**src/verilog/pdw_fix_note.sv**
```systemverilog
// No logic here: the whole block lives in pdw_top
`default_nettype none
`default_nettype wire

```
**src/verilog/pdw_pkg.sv**
```systemverilog
// Shared constants and types of the power-down, wake-up and watchdog block
`default_nettype none
package pdw_pkg;

  // ****************************************
  // Clock and timing
  // ****************************************
  localparam int SYS_CLK_HZ      = 20_000_000;
  localparam int WAKE_DELAY_PER  = 1024;
  localparam int WAKE_DELAY_CYC  = WAKE_DELAY_PER;
  localparam int WAIT_W          = 10;
  localparam logic [WAIT_W-1:0] WAIT_LAST = 10'h3FF;

  // ****************************************
  // Watchdog divider
  // ****************************************
  localparam int PRESC_W = 6;
  localparam logic [PRESC_W-1:0] PRESC_MAX = 6'h3F;

  // ****************************************
  // Register map
  // ****************************************
  localparam logic [7:0] ADDR_STATUS  = 8'h00;
  localparam logic [7:0] ADDR_CONFIG  = 8'h04;
  localparam logic [7:0] ADDR_WAKE_A  = 8'h08;
  localparam logic [7:0] ADDR_WAKE_NB = 8'h0C;
  localparam logic [7:0] ADDR_AUX     = 8'h10;

  localparam int STS_TO  = 0;
  localparam int STS_PDF = 1;
  localparam int STS_ST  = 2;

  localparam int CFG_WDT_EN = 0;
  localparam int CFG_PAIRED = 1;
  localparam int CFG_SRC_RC = 2;
  localparam int CFG_RC_EN  = 3;
  localparam logic [3:0] CFG_RESET    = 4'hD;
  localparam logic [7:0] WAKE_A_RESET = 8'h00;
  localparam logic [3:0] WAKE_NB_RESET = 4'h0;
  localparam logic [7:0] AUX_RESET    = 8'h00;
  localparam int AUX_RC_LO = 5;

  // ****************************************
  // Types
  // ****************************************
  typedef enum logic [1:0] {ST_RUN, ST_SLEEP, ST_WAIT, ST_INTDLY} pdw_state_t;
  typedef enum logic [1:0] {WK_RES, WK_WDT, WK_INT, WK_PIN} pdw_cause_t;
  typedef enum logic [1:0] {HALF_NONE, HALF_FIRST, HALF_SECOND} pdw_half_t;

endpackage
`default_nettype wire

```
**src/verilog/pdw_top.sv**
```systemverilog
// Power-down entry, wake-up sequencing and watchdog timer
//
// Operation
// RULE1: Only the sleep instruction enters power-down.
// RULE2: Sleep stops the system oscillator and holds the core at that instruction.
// RULE3: Memory, registers and port states are kept during power-down.
// RULE4: Sleep clears watchdog; it runs on RC clock, stops on system clock.
// RULE5: Sleep sets the power-down flag and clears the timeout flag.
// RULE6: Wake on external reset, enabled pin fall, interrupt or watchdog overflow.
// RULE7: Reset-pin wake is full reset; watchdog wake is watchdog reset.
// RULE8: Power-down flag cleared by power-up or watchdog clear, set by sleep.
// RULE9: Watchdog timeout in sleep sets timeout flag, resets only PC and SP.
// RULE10: Port A pins or nibbles of other ports wake; execution continues after sleep.
// RULE11: Disabled or stack-full interrupt wake resumes after sleep; request stays pending.
// RULE12: Enabled interrupt with free stack level vectors after wake-up.
// RULE13: Interrupt already requested at sleep does not wake that period.
// RULE14: Any wake waits 1024 system clocks, then next instruction runs at once.
// RULE15: Interrupt wake delays routine entry at least one more cycle.
// RULE16: Watchdog overflow in normal operation resets device, sets timeout flag.
// RULE17: Watchdog disabled makes all watchdog instructions no-operations.
// RULE18: 6-bit divider then clearable one-bit stage; clears reset only that stage.
// RULE19: Watchdog cleared by reset pin low, clear instructions or sleep.
// RULE20: Option selects single or paired clearing; paired needs both halves.
// RULE21: Repeating one half has no effect; only the other half completes.
// RULE22: Upper three auxiliary register bits clear after firmware reads it.
// RULE23: RC oscillator keeps running in power-down unless option disables it.
// RULE24: Timeout in power-down leaves both timeout and power-down flags set.
// RULE25: Wake detection needs no core clock, oscillator restarts before delay.
`default_nettype none
module pdw_top (
  input  wire logic        sys_clk,
  input  wire logic        sys_rst,
  input  wire logic [7:0]  regAddr,
  input  wire logic [7:0]  regWdata,
  input  wire logic        regWr,
  input  wire logic        regRd,
  input  wire logic        sleepExec,
  input  wire logic        clrSingle,
  input  wire logic        clrFirst,
  input  wire logic        clrSecond,
  input  wire logic        extRst_n,
  input  wire logic        wdtOscPin,
  input  wire logic [7:0]  portA,
  input  wire logic [15:0] portHi,
  input  wire logic [3:0]  intReq,
  input  wire logic [3:0]  intEnable,
  input  wire logic        stackFull,
  output logic      [7:0]  regRdata_q,
  output logic             sysOscRun_q,
  output logic             rcOscRun_q,
  output logic             coreHold_q,
  output logic             chipReset_q,
  output logic             pcSpReset_q,
  output logic             intVector_q,
  output logic             resume_q,
  output logic             timeoutFlag_q,
  output logic             powerdownFlag_q
);

  // ****************************************
  // Pin synchronisers
  // ****************************************
  localparam int SW = 26;
  logic [SW-1:0] sync1_q;
  logic [SW-1:0] sync2_q;
  logic [SW-1:0] prev_q;

  // Idle-high reset values so no false falling edge appears at release
  always_ff @(posedge sys_clk or posedge sys_rst) begin
    if (sys_rst) begin
      sync1_q <= '1;
      sync2_q <= '1;
      prev_q  <= '1;
    end else begin
      sync1_q <= {extRst_n, wdtOscPin, portA, portHi};
      sync2_q <= sync1_q;
      prev_q  <= sync2_q;
    end
  end

  wire        rstPinLow = ~sync2_q[25];
  wire        rstFall   = prev_q[25] & ~sync2_q[25];
  wire        oscRise   = sync2_q[24] & ~prev_q[24];
  wire [7:0]  curA      = sync2_q[23:16];
  wire [7:0]  oldA      = prev_q[23:16];
  wire [15:0] curHi     = sync2_q[15:0];
  wire [15:0] oldHi     = prev_q[15:0];

  function automatic logic [3:0] nibFall(input logic [15:0] o, input logic [15:0] c);
    logic [15:0] f;
    f = o & ~c;
    nibFall = {|f[15:12], |f[11:8], |f[7:4], |f[3:0]};
  endfunction

  // ****************************************
  // Registers written by software
  // ****************************************
  logic [3:0] cfg_q;
  logic [7:0] wakeA_q;
  logic [3:0] wakeNib_q;
  logic [7:0] aux_q;

  wire wdtEn   = cfg_q[pdw_pkg::CFG_WDT_EN];
  wire paired  = cfg_q[pdw_pkg::CFG_PAIRED];
  wire srcRc   = cfg_q[pdw_pkg::CFG_SRC_RC];
  wire rcEn    = cfg_q[pdw_pkg::CFG_RC_EN];
  wire wrCfg   = regWr & (regAddr == pdw_pkg::ADDR_CONFIG);
  wire wrWakeA = regWr & (regAddr == pdw_pkg::ADDR_WAKE_A);
  wire wrWakeN = regWr & (regAddr == pdw_pkg::ADDR_WAKE_NB);
  wire wrAux   = regWr & (regAddr == pdw_pkg::ADDR_AUX);
  wire rdAux   = regRd & (regAddr == pdw_pkg::ADDR_AUX);

  always_ff @(posedge sys_clk or posedge sys_rst) begin
    if (sys_rst) begin
      cfg_q     <= pdw_pkg::CFG_RESET;
      wakeA_q   <= pdw_pkg::WAKE_A_RESET;
      wakeNib_q <= pdw_pkg::WAKE_NB_RESET;
      aux_q     <= pdw_pkg::AUX_RESET;
    end else begin
      if (wrCfg) cfg_q <= regWdata[3:0];
      if (wrWakeA) wakeA_q <= regWdata;
      if (wrWakeN) wakeNib_q <= regWdata[3:0];
      if (wrAux) aux_q <= regWdata;
      else if (rdAux) aux_q[7:pdw_pkg::AUX_RC_LO] <= 3'h0; // RULE22
    end
  end

  // ****************************************
  // Sequencer state
  // ****************************************
  pdw_pkg::pdw_state_t state_q;
  pdw_pkg::pdw_state_t state_d;
  pdw_pkg::pdw_cause_t cause_q;
  pdw_pkg::pdw_cause_t cause_d;
  localparam int WAIT_W_L = pdw_pkg::WAIT_W;
  pdw_pkg::pdw_half_t  half_q;
  logic [WAIT_W_L-1:0] waitCnt_q;
  logic [3:0]          intBlock_q;

  wire inRun   = (state_q == pdw_pkg::ST_RUN);
  wire inSleep = (state_q == pdw_pkg::ST_SLEEP);
  wire inWait  = (state_q == pdw_pkg::ST_WAIT);
  wire sleepGo = sleepExec & inRun; // RULE1
  wire waitEnd = inWait & (waitCnt_q == pdw_pkg::WAIT_LAST); // RULE14

  // ****************************************
  // Watchdog chain
  // ****************************************
  logic [pdw_pkg::PRESC_W-1:0] presc_q;
  logic                        stage_q;

  // System-clock source gives no ticks while the oscillator is stopped
  wire sysTick = ~inSleep; // RULE4
  wire rcTick  = oscRise & rcEn; // RULE23
  wire wdtTick = wdtEn & (srcRc ? rcTick : sysTick);
  wire pairDone = ((clrFirst & (half_q == pdw_pkg::HALF_SECOND)) |
                   (clrSecond & (half_q == pdw_pkg::HALF_FIRST))); // RULE21
  wire clrDone = wdtEn & inRun & (paired ? pairDone : clrSingle); // RULE17 RULE20
  wire wdtClr  = clrDone | (sleepGo & wdtEn) | rstPinLow; // RULE19
  wire prescWrap = wdtTick & (presc_q == pdw_pkg::PRESC_MAX);
  wire wdtOvf  = prescWrap & stage_q & ~wdtClr;

  always_ff @(posedge sys_clk or posedge sys_rst) begin
    if (sys_rst) begin
      presc_q <= '0;
      stage_q <= 1'b0;
    end else begin
      if (rstPinLow) presc_q <= '0;
      else if (wdtTick) presc_q <= presc_q + 6'h01; // RULE18
      if (wdtClr) stage_q <= 1'b0; // RULE18
      else if (prescWrap) stage_q <= ~stage_q;
    end
  end

  // Paired clearing: remember which half came last
  always_ff @(posedge sys_clk or posedge sys_rst) begin
    if (sys_rst) begin
      half_q <= pdw_pkg::HALF_NONE;
    end else if (~wdtEn | ~paired | clrDone) begin
      half_q <= pdw_pkg::HALF_NONE; // RULE20
    end else if (inRun & clrFirst) begin
      half_q <= pdw_pkg::HALF_FIRST; // RULE21
    end else if (inRun & clrSecond) begin
      half_q <= pdw_pkg::HALF_SECOND; // RULE21
    end
  end

  // ****************************************
  // Wake sources
  // ****************************************
  // Edges are taken on the always-running sample clock, not on the core clock
  wire pinWake = |(oldA & ~curA & wakeA_q) | |(nibFall(oldHi, curHi) & wakeNib_q); // RULE10 RULE25
  wire [3:0] armedInt = intReq & ~intBlock_q; // RULE13
  wire intWake = |armedInt;
  wire intTake = |(armedInt & intEnable) & ~stackFull; // RULE12

  always_ff @(posedge sys_clk or posedge sys_rst) begin
    if (sys_rst) intBlock_q <= 4'h0;
    else if (sleepGo) intBlock_q <= intReq; // RULE13
  end

  always_comb begin
    state_d = state_q;
    cause_d = cause_q;
    unique case (state_q)
      pdw_pkg::ST_RUN: begin
        if (sleepGo & ~wdtOvf & ~rstFall) state_d = pdw_pkg::ST_SLEEP; // RULE1 RULE2
      end
      pdw_pkg::ST_SLEEP: begin
        state_d = pdw_pkg::ST_WAIT; // RULE6 RULE25
        if (rstFall) cause_d = pdw_pkg::WK_RES;
        else if (wdtOvf) cause_d = pdw_pkg::WK_WDT;
        else if (intWake) cause_d = pdw_pkg::WK_INT;
        else if (pinWake) cause_d = pdw_pkg::WK_PIN;
        else state_d = pdw_pkg::ST_SLEEP; // RULE3
      end
      pdw_pkg::ST_WAIT: begin
        if (waitEnd) begin
          if ((cause_q == pdw_pkg::WK_INT) & intTake) state_d = pdw_pkg::ST_INTDLY; // RULE15
          else state_d = pdw_pkg::ST_RUN;
        end
      end
      pdw_pkg::ST_INTDLY: state_d = pdw_pkg::ST_RUN; // RULE15
    endcase
  end

  always_ff @(posedge sys_clk or posedge sys_rst) begin
    if (sys_rst) begin
      state_q   <= pdw_pkg::ST_RUN;
      cause_q   <= pdw_pkg::WK_PIN;
      waitCnt_q <= '0;
    end else begin
      state_q   <= state_d;
      cause_q   <= cause_d;
      waitCnt_q <= inWait ? waitCnt_q + 10'h001 : '0; // RULE14
    end
  end

  // ****************************************
  // Core controls and flags
  // ****************************************
  wire endRes = waitEnd & (cause_q == pdw_pkg::WK_RES);
  wire endWdt = waitEnd & (cause_q == pdw_pkg::WK_WDT);
  wire endGo  = waitEnd & (cause_q == pdw_pkg::WK_PIN |
                           (cause_q == pdw_pkg::WK_INT & ~intTake)); // RULE11
  wire sleepRes = inSleep & rstFall;
  wire toSet  = wdtOvf & (inRun | inSleep); // RULE9 RULE16
  wire toClr  = sleepGo | sleepRes;
  wire pdfClr = clrDone | sleepRes; // RULE8

  always_ff @(posedge sys_clk or posedge sys_rst) begin
    if (sys_rst) begin
      timeoutFlag_q   <= 1'b0;
      powerdownFlag_q <= 1'b0; // RULE8
    end else begin
      // Hardware set wins over any clear in the same cycle
      if (toSet) timeoutFlag_q <= 1'b1; // RULE16 RULE24
      else if (toClr) timeoutFlag_q <= 1'b0; // RULE5
      if (sleepGo) powerdownFlag_q <= 1'b1; // RULE5 RULE8
      else if (pdfClr) powerdownFlag_q <= 1'b0; // RULE7
    end
  end

  always_ff @(posedge sys_clk or posedge sys_rst) begin
    if (sys_rst) begin
      sysOscRun_q <= 1'b1;
      rcOscRun_q  <= 1'b1;
      coreHold_q  <= 1'b0;
      chipReset_q <= 1'b0;
      pcSpReset_q <= 1'b0;
      intVector_q <= 1'b0;
      resume_q    <= 1'b0;
    end else begin
      sysOscRun_q <= (state_d != pdw_pkg::ST_SLEEP); // RULE2 RULE25
      rcOscRun_q  <= rcEn; // RULE23
      coreHold_q  <= (state_d != pdw_pkg::ST_RUN); // RULE2 RULE3
      chipReset_q <= (inRun & (rstFall | wdtOvf)) | endRes; // RULE7 RULE16
      pcSpReset_q <= endWdt; // RULE7 RULE9
      intVector_q <= (state_q == pdw_pkg::ST_INTDLY); // RULE12 RULE15
      resume_q    <= endGo; // RULE10 RULE11 RULE14
    end
  end

  // ****************************************
  // Register read port
  // ****************************************
  wire [7:0] stsWord = {4'h0, state_q, powerdownFlag_q, timeoutFlag_q};
  wire [7:0] rdMux =
    (regAddr == pdw_pkg::ADDR_STATUS)  ? stsWord :
    (regAddr == pdw_pkg::ADDR_CONFIG)  ? {4'h0, cfg_q} :
    (regAddr == pdw_pkg::ADDR_WAKE_A)  ? wakeA_q :
    (regAddr == pdw_pkg::ADDR_WAKE_NB) ? {4'h0, wakeNib_q} :
    (regAddr == pdw_pkg::ADDR_AUX)     ? aux_q : 8'h00;

  always_ff @(posedge sys_clk or posedge sys_rst) begin
    if (sys_rst) regRdata_q <= 8'h00;
    else regRdata_q <= regRd ? rdMux : 8'h00;
  end

  // ****************************************
  // Assertions
  // ****************************************
  // Cycles since a watchdog overflow ended a power-down; saturates so an old count never matches
  logic [10:0] ovfAge_q;

  always_ff @(posedge sys_clk or posedge sys_rst) begin
    if (sys_rst) ovfAge_q <= 11'h000;
    else if (inSleep & wdtOvf & ~rstFall) ovfAge_q <= 11'h001;
    else if (ovfAge_q != 11'h000 && ovfAge_q != 11'h7FF) ovfAge_q <= ovfAge_q + 11'h001;
  end

  a_sleep_entry_only: assert property (@(posedge sys_clk) disable iff (sys_rst) // RULE1
    inRun ##1 inSleep |-> $past(sleepExec)) else $error("power-down entered without sleep");
  a_osc_stopped: assert property (@(posedge sys_clk) disable iff (sys_rst) // RULE2
    inSleep |-> !sysOscRun_q && coreHold_q) else $error("oscillator runs in power-down");
  a_sleep_clears_wdt: assert property (@(posedge sys_clk) disable iff (sys_rst) // RULE4
    sleepGo && wdtEn |=> !stage_q) else $error("watchdog stage not cleared at sleep");
  a_sleep_flag_set: assert property (@(posedge sys_clk) disable iff (sys_rst) // RULE5
    sleepGo && !wdtOvf |=> powerdownFlag_q && !timeoutFlag_q) else $error("flags wrong after sleep");
  a_sleep_ovf_flags: assert property (@(posedge sys_clk) disable iff (sys_rst) // RULE24
    inSleep && wdtOvf && !rstFall |=> timeoutFlag_q && powerdownFlag_q)
    else $error("watchdog wake flags wrong");
  a_ovf_pcsp_reset: assert property (@(posedge sys_clk) disable iff (sys_rst) // RULE9 RULE14
    ovfAge_q == 11'(pdw_pkg::WAKE_DELAY_CYC + 1) |-> pcSpReset_q)
    else $error("watchdog wake did not reset PC and SP on time");
  a_wait_holds: assert property (@(posedge sys_clk) disable iff (sys_rst) // RULE14
    inWait && waitCnt_q != pdw_pkg::WAIT_LAST |=> inWait && !resume_q)
    else $error("wake delay cut short");
  a_int_extra_cycle: assert property (@(posedge sys_clk) disable iff (sys_rst) // RULE15
    intVector_q |-> $past(state_q, 2) == pdw_pkg::ST_WAIT) else $error("vector without extra cycle");
  a_normal_ovf: assert property (@(posedge sys_clk) disable iff (sys_rst) // RULE16
    inRun && wdtOvf |=> chipReset_q && timeoutFlag_q) else $error("normal overflow not handled");
  a_disabled_nop: assert property (@(posedge sys_clk) disable iff (sys_rst) // RULE17
    !wdtEn |-> !wdtOvf && !clrDone) else $error("disabled watchdog acted");
  a_pair_repeat: assert property (@(posedge sys_clk) disable iff (sys_rst) // RULE21
    paired && half_q == pdw_pkg::HALF_FIRST && !clrSecond |-> !clrDone)
    else $error("repeated half cleared watchdog");
  a_aux_read_clear: assert property (@(posedge sys_clk) disable iff (sys_rst) // RULE22
    rdAux && !regWr |=> aux_q[7:5] == 3'h0) else $error("aux upper bits not cleared");
  a_blocked_int: assert property (@(posedge sys_clk) disable iff (sys_rst) // RULE13
    inSleep && !rstFall && !wdtOvf && !pinWake && (intReq & ~intBlock_q) == 4'h0 |=> inSleep)
    else $error("blocked interrupt woke device");

  // Outcome of each wake source and of the clears
  a_pin_wake: assert property (@(posedge sys_clk) disable iff (sys_rst) // RULE10
    inSleep && pinWake && !rstFall && !wdtOvf && !intWake |=> inWait && cause_q == pdw_pkg::WK_PIN)
    else $error("pin edge did not start wake delay");
  a_run_reset_pin: assert property (@(posedge sys_clk) disable iff (sys_rst) // RULE7
    inRun && rstFall |=> chipReset_q) else $error("reset pin in run gave no reset");
  a_sleep_reset_flags: assert property (@(posedge sys_clk) disable iff (sys_rst) // RULE7
    sleepRes && !wdtOvf |=> !timeoutFlag_q && !powerdownFlag_q) else $error("reset wake flags wrong");
  a_hold_released: assert property (@(posedge sys_clk) disable iff (sys_rst) // RULE14
    resume_q || intVector_q || pcSpReset_q |-> !coreHold_q)
    else $error("core still held after wake");
  a_resume_after_wait: assert property (@(posedge sys_clk) disable iff (sys_rst) // RULE14
    resume_q |-> $past(inWait)) else $error("resume without wake delay");
  a_stack_full_no_vector: assert property (@(posedge sys_clk) disable iff (sys_rst) // RULE11
    intVector_q |-> !$past(stackFull, 2)) else $error("vector taken with full stack");
  a_pdf_clear: assert property (@(posedge sys_clk) disable iff (sys_rst) // RULE8
    clrDone && !sleepGo |=> !powerdownFlag_q) else $error("clear left power-down flag set");
  a_rc_osc_follows: assert property (@(posedge sys_clk) disable iff (sys_rst) // RULE23
    1'b1 |=> rcOscRun_q == $past(rcEn)) else $error("RC oscillator enable not followed");
  a_wdt_clear_stage: assert property (@(posedge sys_clk) disable iff (sys_rst) // RULE19
    wdtClr |=> !stage_q) else $error("watchdog stage not cleared");
  a_presc_pin_clear: assert property (@(posedge sys_clk) disable iff (sys_rst) // RULE19
    rstPinLow |=> presc_q == 6'h00 && !stage_q) else $error("reset pin left watchdog running");
  a_sys_src_stops: assert property (@(posedge sys_clk) disable iff (sys_rst) // RULE4
    inSleep && wdtEn && !srcRc && !rstPinLow |=> $stable(presc_q))
    else $error("system-clock watchdog counted in power-down");
  a_int_block_capture: assert property (@(posedge sys_clk) disable iff (sys_rst) // RULE13
    sleepGo |=> intBlock_q == $past(intReq)) else $error("pending requests not captured at sleep");

endmodule // pdw_top
`default_nettype wire

```
**config.mk**
```make
export PLATFORM = sky130hd
export DESIGN_NAME = pdw_top
export DESIGN_NICKNAME = d
export VERILOG_FILES = /design/src/verilog/pdw_fix_note.sv /design/src/verilog/pdw_pkg.sv /design/src/verilog/pdw_top.sv
export SDC_FILE = /design/constraint.sdc
export NUM_CORES = 1
export LEC_CHECK = 0
export BUFFER_PORTS_ARGS = -buffer_cell sky130_fd_sc_hd__buf_4
export CAP_MARGIN = 15
export CORE_MARGIN = 3
export CORE_UTILIZATION = 40
export DETAILED_ROUTE_END_ITERATION = 10
export SYNTH_ARGS = -nofsm -noshare
export SYNTH_HDL_FRONTEND = slang
export SYNTH_SLANG_ARGS = --single-unit
```
**constraint.sdc**
```tcl
create_clock -name sys_clk -period 6.06 [get_ports sys_clk]
set_clock_uncertainty 0.2 [all_clocks]
set_input_delay 0.606 -clock sys_clk [delete_from_list [all_inputs] [get_ports sys_clk]]
set_output_delay 0.606 -clock sys_clk [all_outputs]
set_load 0.03 [all_outputs]
```
==> results by stage <==
Power and ir drop:
- The fraction of power spent switching nets is a little under a quarter.
- The internal power is about 1900 uW.
- The fraction of power consumed by the clock network is ~43%.
- The maximum vdd ir drop is 0.161 mV.
- The part of the total power dissipated in sequential elements is around 47%.
- Dividing total power by cell area gives a power density of roughly 360 nW/um2.
- The switching power is between 500 and 600 uW.
- The analysis attributes to cell leakage a power of 0.00306 uW.
- The design draws roughly 2400 uW.
- The fraction of power consumed by combinational cells is 10.3%.

Floorplanning:
- 76 I/O pins were placed.
- The floorplan has 42 rows.
- The starting utilization of the core area is 41.1%.
- The die is 123 um wide.
- The die covers ~15000 um2.
- In this run the vertical extent of the chip is between 100 and 150 um.
- The core region is roughly 13000 um2.

Routing:
- Once detail routing completed, the nets flagged for antenna violations numbered 0.
- In the routed design, unresolved DRC markers number 0.
- The routed design uses 4680 um of met2 wire.
- Across all layers, the routed design uses approximately 3.3k vias.
- Signal routing reaches up to met4.
- For this run, the detailed router's first-pass iteration total came to 4.
- After detailed routing, the met3 layer carries 424 um of wire.
- The wire length on met1 is about 4500 um.
- The sum of routed wire length over all layers is 9830 um.
- Dividing the detail-routed wire length by the instance count gives approximately 15 um.
- The detailed router's first-iteration violation count is ~150.
- After detailed routing, the number of vias per cell comes to between 4 and 5.

Setup path:
- Along the worst path, the maximum fanout reaches 10.
- The cell with the biggest individual delay on the critical path is sky130_fd_sc_hd__nor3_1.
- The peak per-stage delay on the critical path is between 0.6 and 0.7 ns.
- The combined buffer and inverter count along the critical path is 0.
- The worst setup path is captured at a flop.
- Traced cell by cell, the critical path runs through nor2b_1, o21ai_1, nand4_1, nor3_1, nor3_1, nor3_1.
- The required time at the endpoint of the critical path is ~6.2 ns.
- The worst setup path is launched from a flop.
- The arrival time of the worst setup path is around 2.7 ns.
- The most numerous cell on the critical path is sky130_fd_sc_hd__nor3_1.
- The family with the most delay on the worst path is simple AND/OR/NAND/NOR gates.
- The critical path is of the reg2reg type.

Logic synthesis:
- The synthesized design contains 146 register bits.
- The sequential share of the synthesized area is 68.9%.
- The primary flip-flop cell chosen by synthesis mapping is sky130_fd_sc_hd__dfstp_2.
- The cell taking the most area after synthesis is sky130_fd_sc_hd__dfstp_2.
- The synthesized area per cell is between 10 and 15 um2.
- Ranked by total cell area, the synthesized netlist is headed by sky130_fd_sc_hd__dfstp_2 (41%), sky130_fd_sc_hd__dfrtp_1 (28%), sky130_fd_sc_hd__mux2_2 (3.3%).
- The net count of the mapped netlist is 457.
- Synthesis produced 396 cells.
- The most used standard cell by instance count after synthesis is sky130_fd_sc_hd__dfstp_2.
- The number of different library cells used by synthesis comes to 54.
- After synthesis, the share of flip-flops with an asynchronous set or reset is 100%.
- The number of synthesized flops with an enable pin is 0.
- The total number of yosys warnings is 0.
- Ranked by instance count, the synthesized netlist is headed by sky130_fd_sc_hd__dfstp_2 (85), sky130_fd_sc_hd__dfrtp_1 (61), sky130_fd_sc_hd__nor2_1 (29).
- The area of the mapped netlist is between 5000 and 6000 um2.
- After synthesis, the largest area contributor takes up approximately two fifths of total cell area.

GRT:
- The first-pass GRT wire length is 16500 um.
- The global route total overflow is 0.
- The number of global-route vias before repair is roughly 3.3k.
- The global router's overall resource usage is between 10% and 20%.
- The number of antenna violations at the first check in global routing was 0.
- Entering global routing, the biggest net connects 102 pins.

Placement:
- The HPWL after detailed placement is between 6000 and 7000 um.
- The pre-CTS setup slack is 3.11 ns.
- The port buffer count is between 70 and 80.
- The final estimated routing congestion in global placement is 0.768.

Timing:
- The final hold violation count is 0.
- The worst slew margin relative to its limit is 45.4%.
- For the pin with the worst max-slew slack, the measured transition is about 0.8 ns.
- Static timing analysis puts the maximum clock frequency at between 300 and 400 MHz.
- The minimum period implied by the final worst setup slack is roughly 2.5 ns.
- Of the available clock period, the critical path in the final layout requires a little over two fifths.
- The number of pins with negative max-slew slack in the final report came to 0.
- Adding up every negative setup slack in the final design gives 0 ns.
- The worst path meets setup with about 3.5 ns of slack.
- Setup repair after global routing left no endpoint under its margin.
- The setup violation total in the final timing report is 0.

Clock tree:
- Post-CTS repair changed the size of 0 cells.
- The number of clock buffers inserted by TritonCTS is 17.
- The hold buffer count at CTS is 0.
- The buffer cell driving the clock tree root is sky130_fd_sc_hd__clkbuf_16.
- The total clock sinks is roughly 150.
- The clock transition at the register clock pins on the worst setup and hold paths after CTS is 0.05 ns.
- The maximum level of the CTS H-tree is 4.
- In this run the deepest clock path goes through 2 buffers.
- The setup fix buffers added after clock tree synthesis is 0.
- At the later pin of the worst-skew pair, clock insertion delay measures a little over 0.4 ns.
- TritonCTS built the clock tree.

Finish:
- The ratio of cells with drive above 1 in the final layout is around 45%.
- For this run, the post-layout net count is approximately 540.
- The number of antenna diodes in the final layout is 0.
- The utilization of the core after routing is 51.3%.
- The layout-stage area growth over the synthesis result is 25.1%.

Flow run:
- Max-cap violations in this run came to 0.

Outcome:
- The flow ran to the end, and the final reports show no timing, DRC or antenna violations.

Hold path:
- The class of the tightest hold or removal check is in2reg.
## through the flow
step | cell area (um2) | instances | hold WS, ns
after global placement | 6220 | 640 | 0.146
after detailed placement | 6220 | 640 | 0.147
after floorplan | 5460 | 396 | 0.145
after CTS | 6830 | 671 | 0.0748
final | 6830 | 671 | 0.0980
after global routing | 6830 | 671 | 0.0715
## power by group through the flow
stage                     sequential (uW)  clock, uW  combinational, uW
after detailed placement             1160          0                255
after global routing                 1150       1110                280
after CTS                            1140       1060                256
final                                1140       1040                250
after floorplan                      1150          0                156
after global placement               1150          0                248
## registers in the layout, indices dropped and copies added, names as in the netlist, 4 cells and up
register and cells:
prev_q 26, waitCnt_q 10, intBlock_q 4, sync2_q 26, sync1_q 26, regRdata_q 8
wakeNib_q 4, presc_q 6, wakeA_q 8, cfg_q 4, aux_q 8
## path summary, 6_finish.rpt
| check | from | slack [ns] | to | cells after the start |
|---|---|---|---|---|
| max | state_q[0]$_DFF_PP0_ | 3.54 | cause_q[0]$_DFFE_PP1P_ | 6 |
| min | portHi[5] | 0.1 | sync1_q[5]$_DFF_PP1_ | 1 |
| max reg2reg | state_q[0]$_DFF_PP0_ | 3.54 | cause_q[0]$_DFFE_PP1P_ | 6 |
| min reg2reg | sync1_q[17]$_DFF_PP1_ | 0.15 | sync2_q[17]$_DFF_PP1_ | 0 |
| max in group asynchronous | sys_rst | 4.40 | wakeNib_q[3]$_DFFE_PP0P_ | 3 |
| min in group asynchronous | sys_rst | 0.18 | intBlock_q[1]$_DFFE_PP0P_ | 2 |
## cells in the final DEF, fill, tap and decap left out, drive strengths merged, types with 11 or more instances in the layout
cell	synthesis	final
dfstp	85	85
buf	4	76
dfrtp	61	61
nor2	30	30
nand2	24	24
clkbuf	4	24
mux2	24	24
nand2b	12	12
a21oi	12	12
inv	10	11
## final cells by class
type / count / area [um2]
multi-input cells: 232 / 1620
clock inverters: 7 / 65.1
well taps: 176 / 220
fillers: 1168 / 6470
inverters: 10 / 42.5
clock buffers: 24 / 546
flip-flops and latches: 146 / 3760
repair buffers: 76 / 571
## routing by layer
layer / vias up / track usage [%]
met2: 77 / 21.2
met1: 1621 / 19.2
met3: 20 / 4.47
met5: - / 0
li1: 1564 / -
met4: 0 / 7.84
## cells by family after synthesis
family          after synthesis  synth area share (%)
compound gates               57                  7.24
xor+xnor                     13                  2.09
fa+ha+maj                     2                 0.458
buf+inv                      18                  1.38
flops                       146                  68.9
mux                          26                  5.87
simple gates                134                  14.1
(Power assumes the default switching activity.)
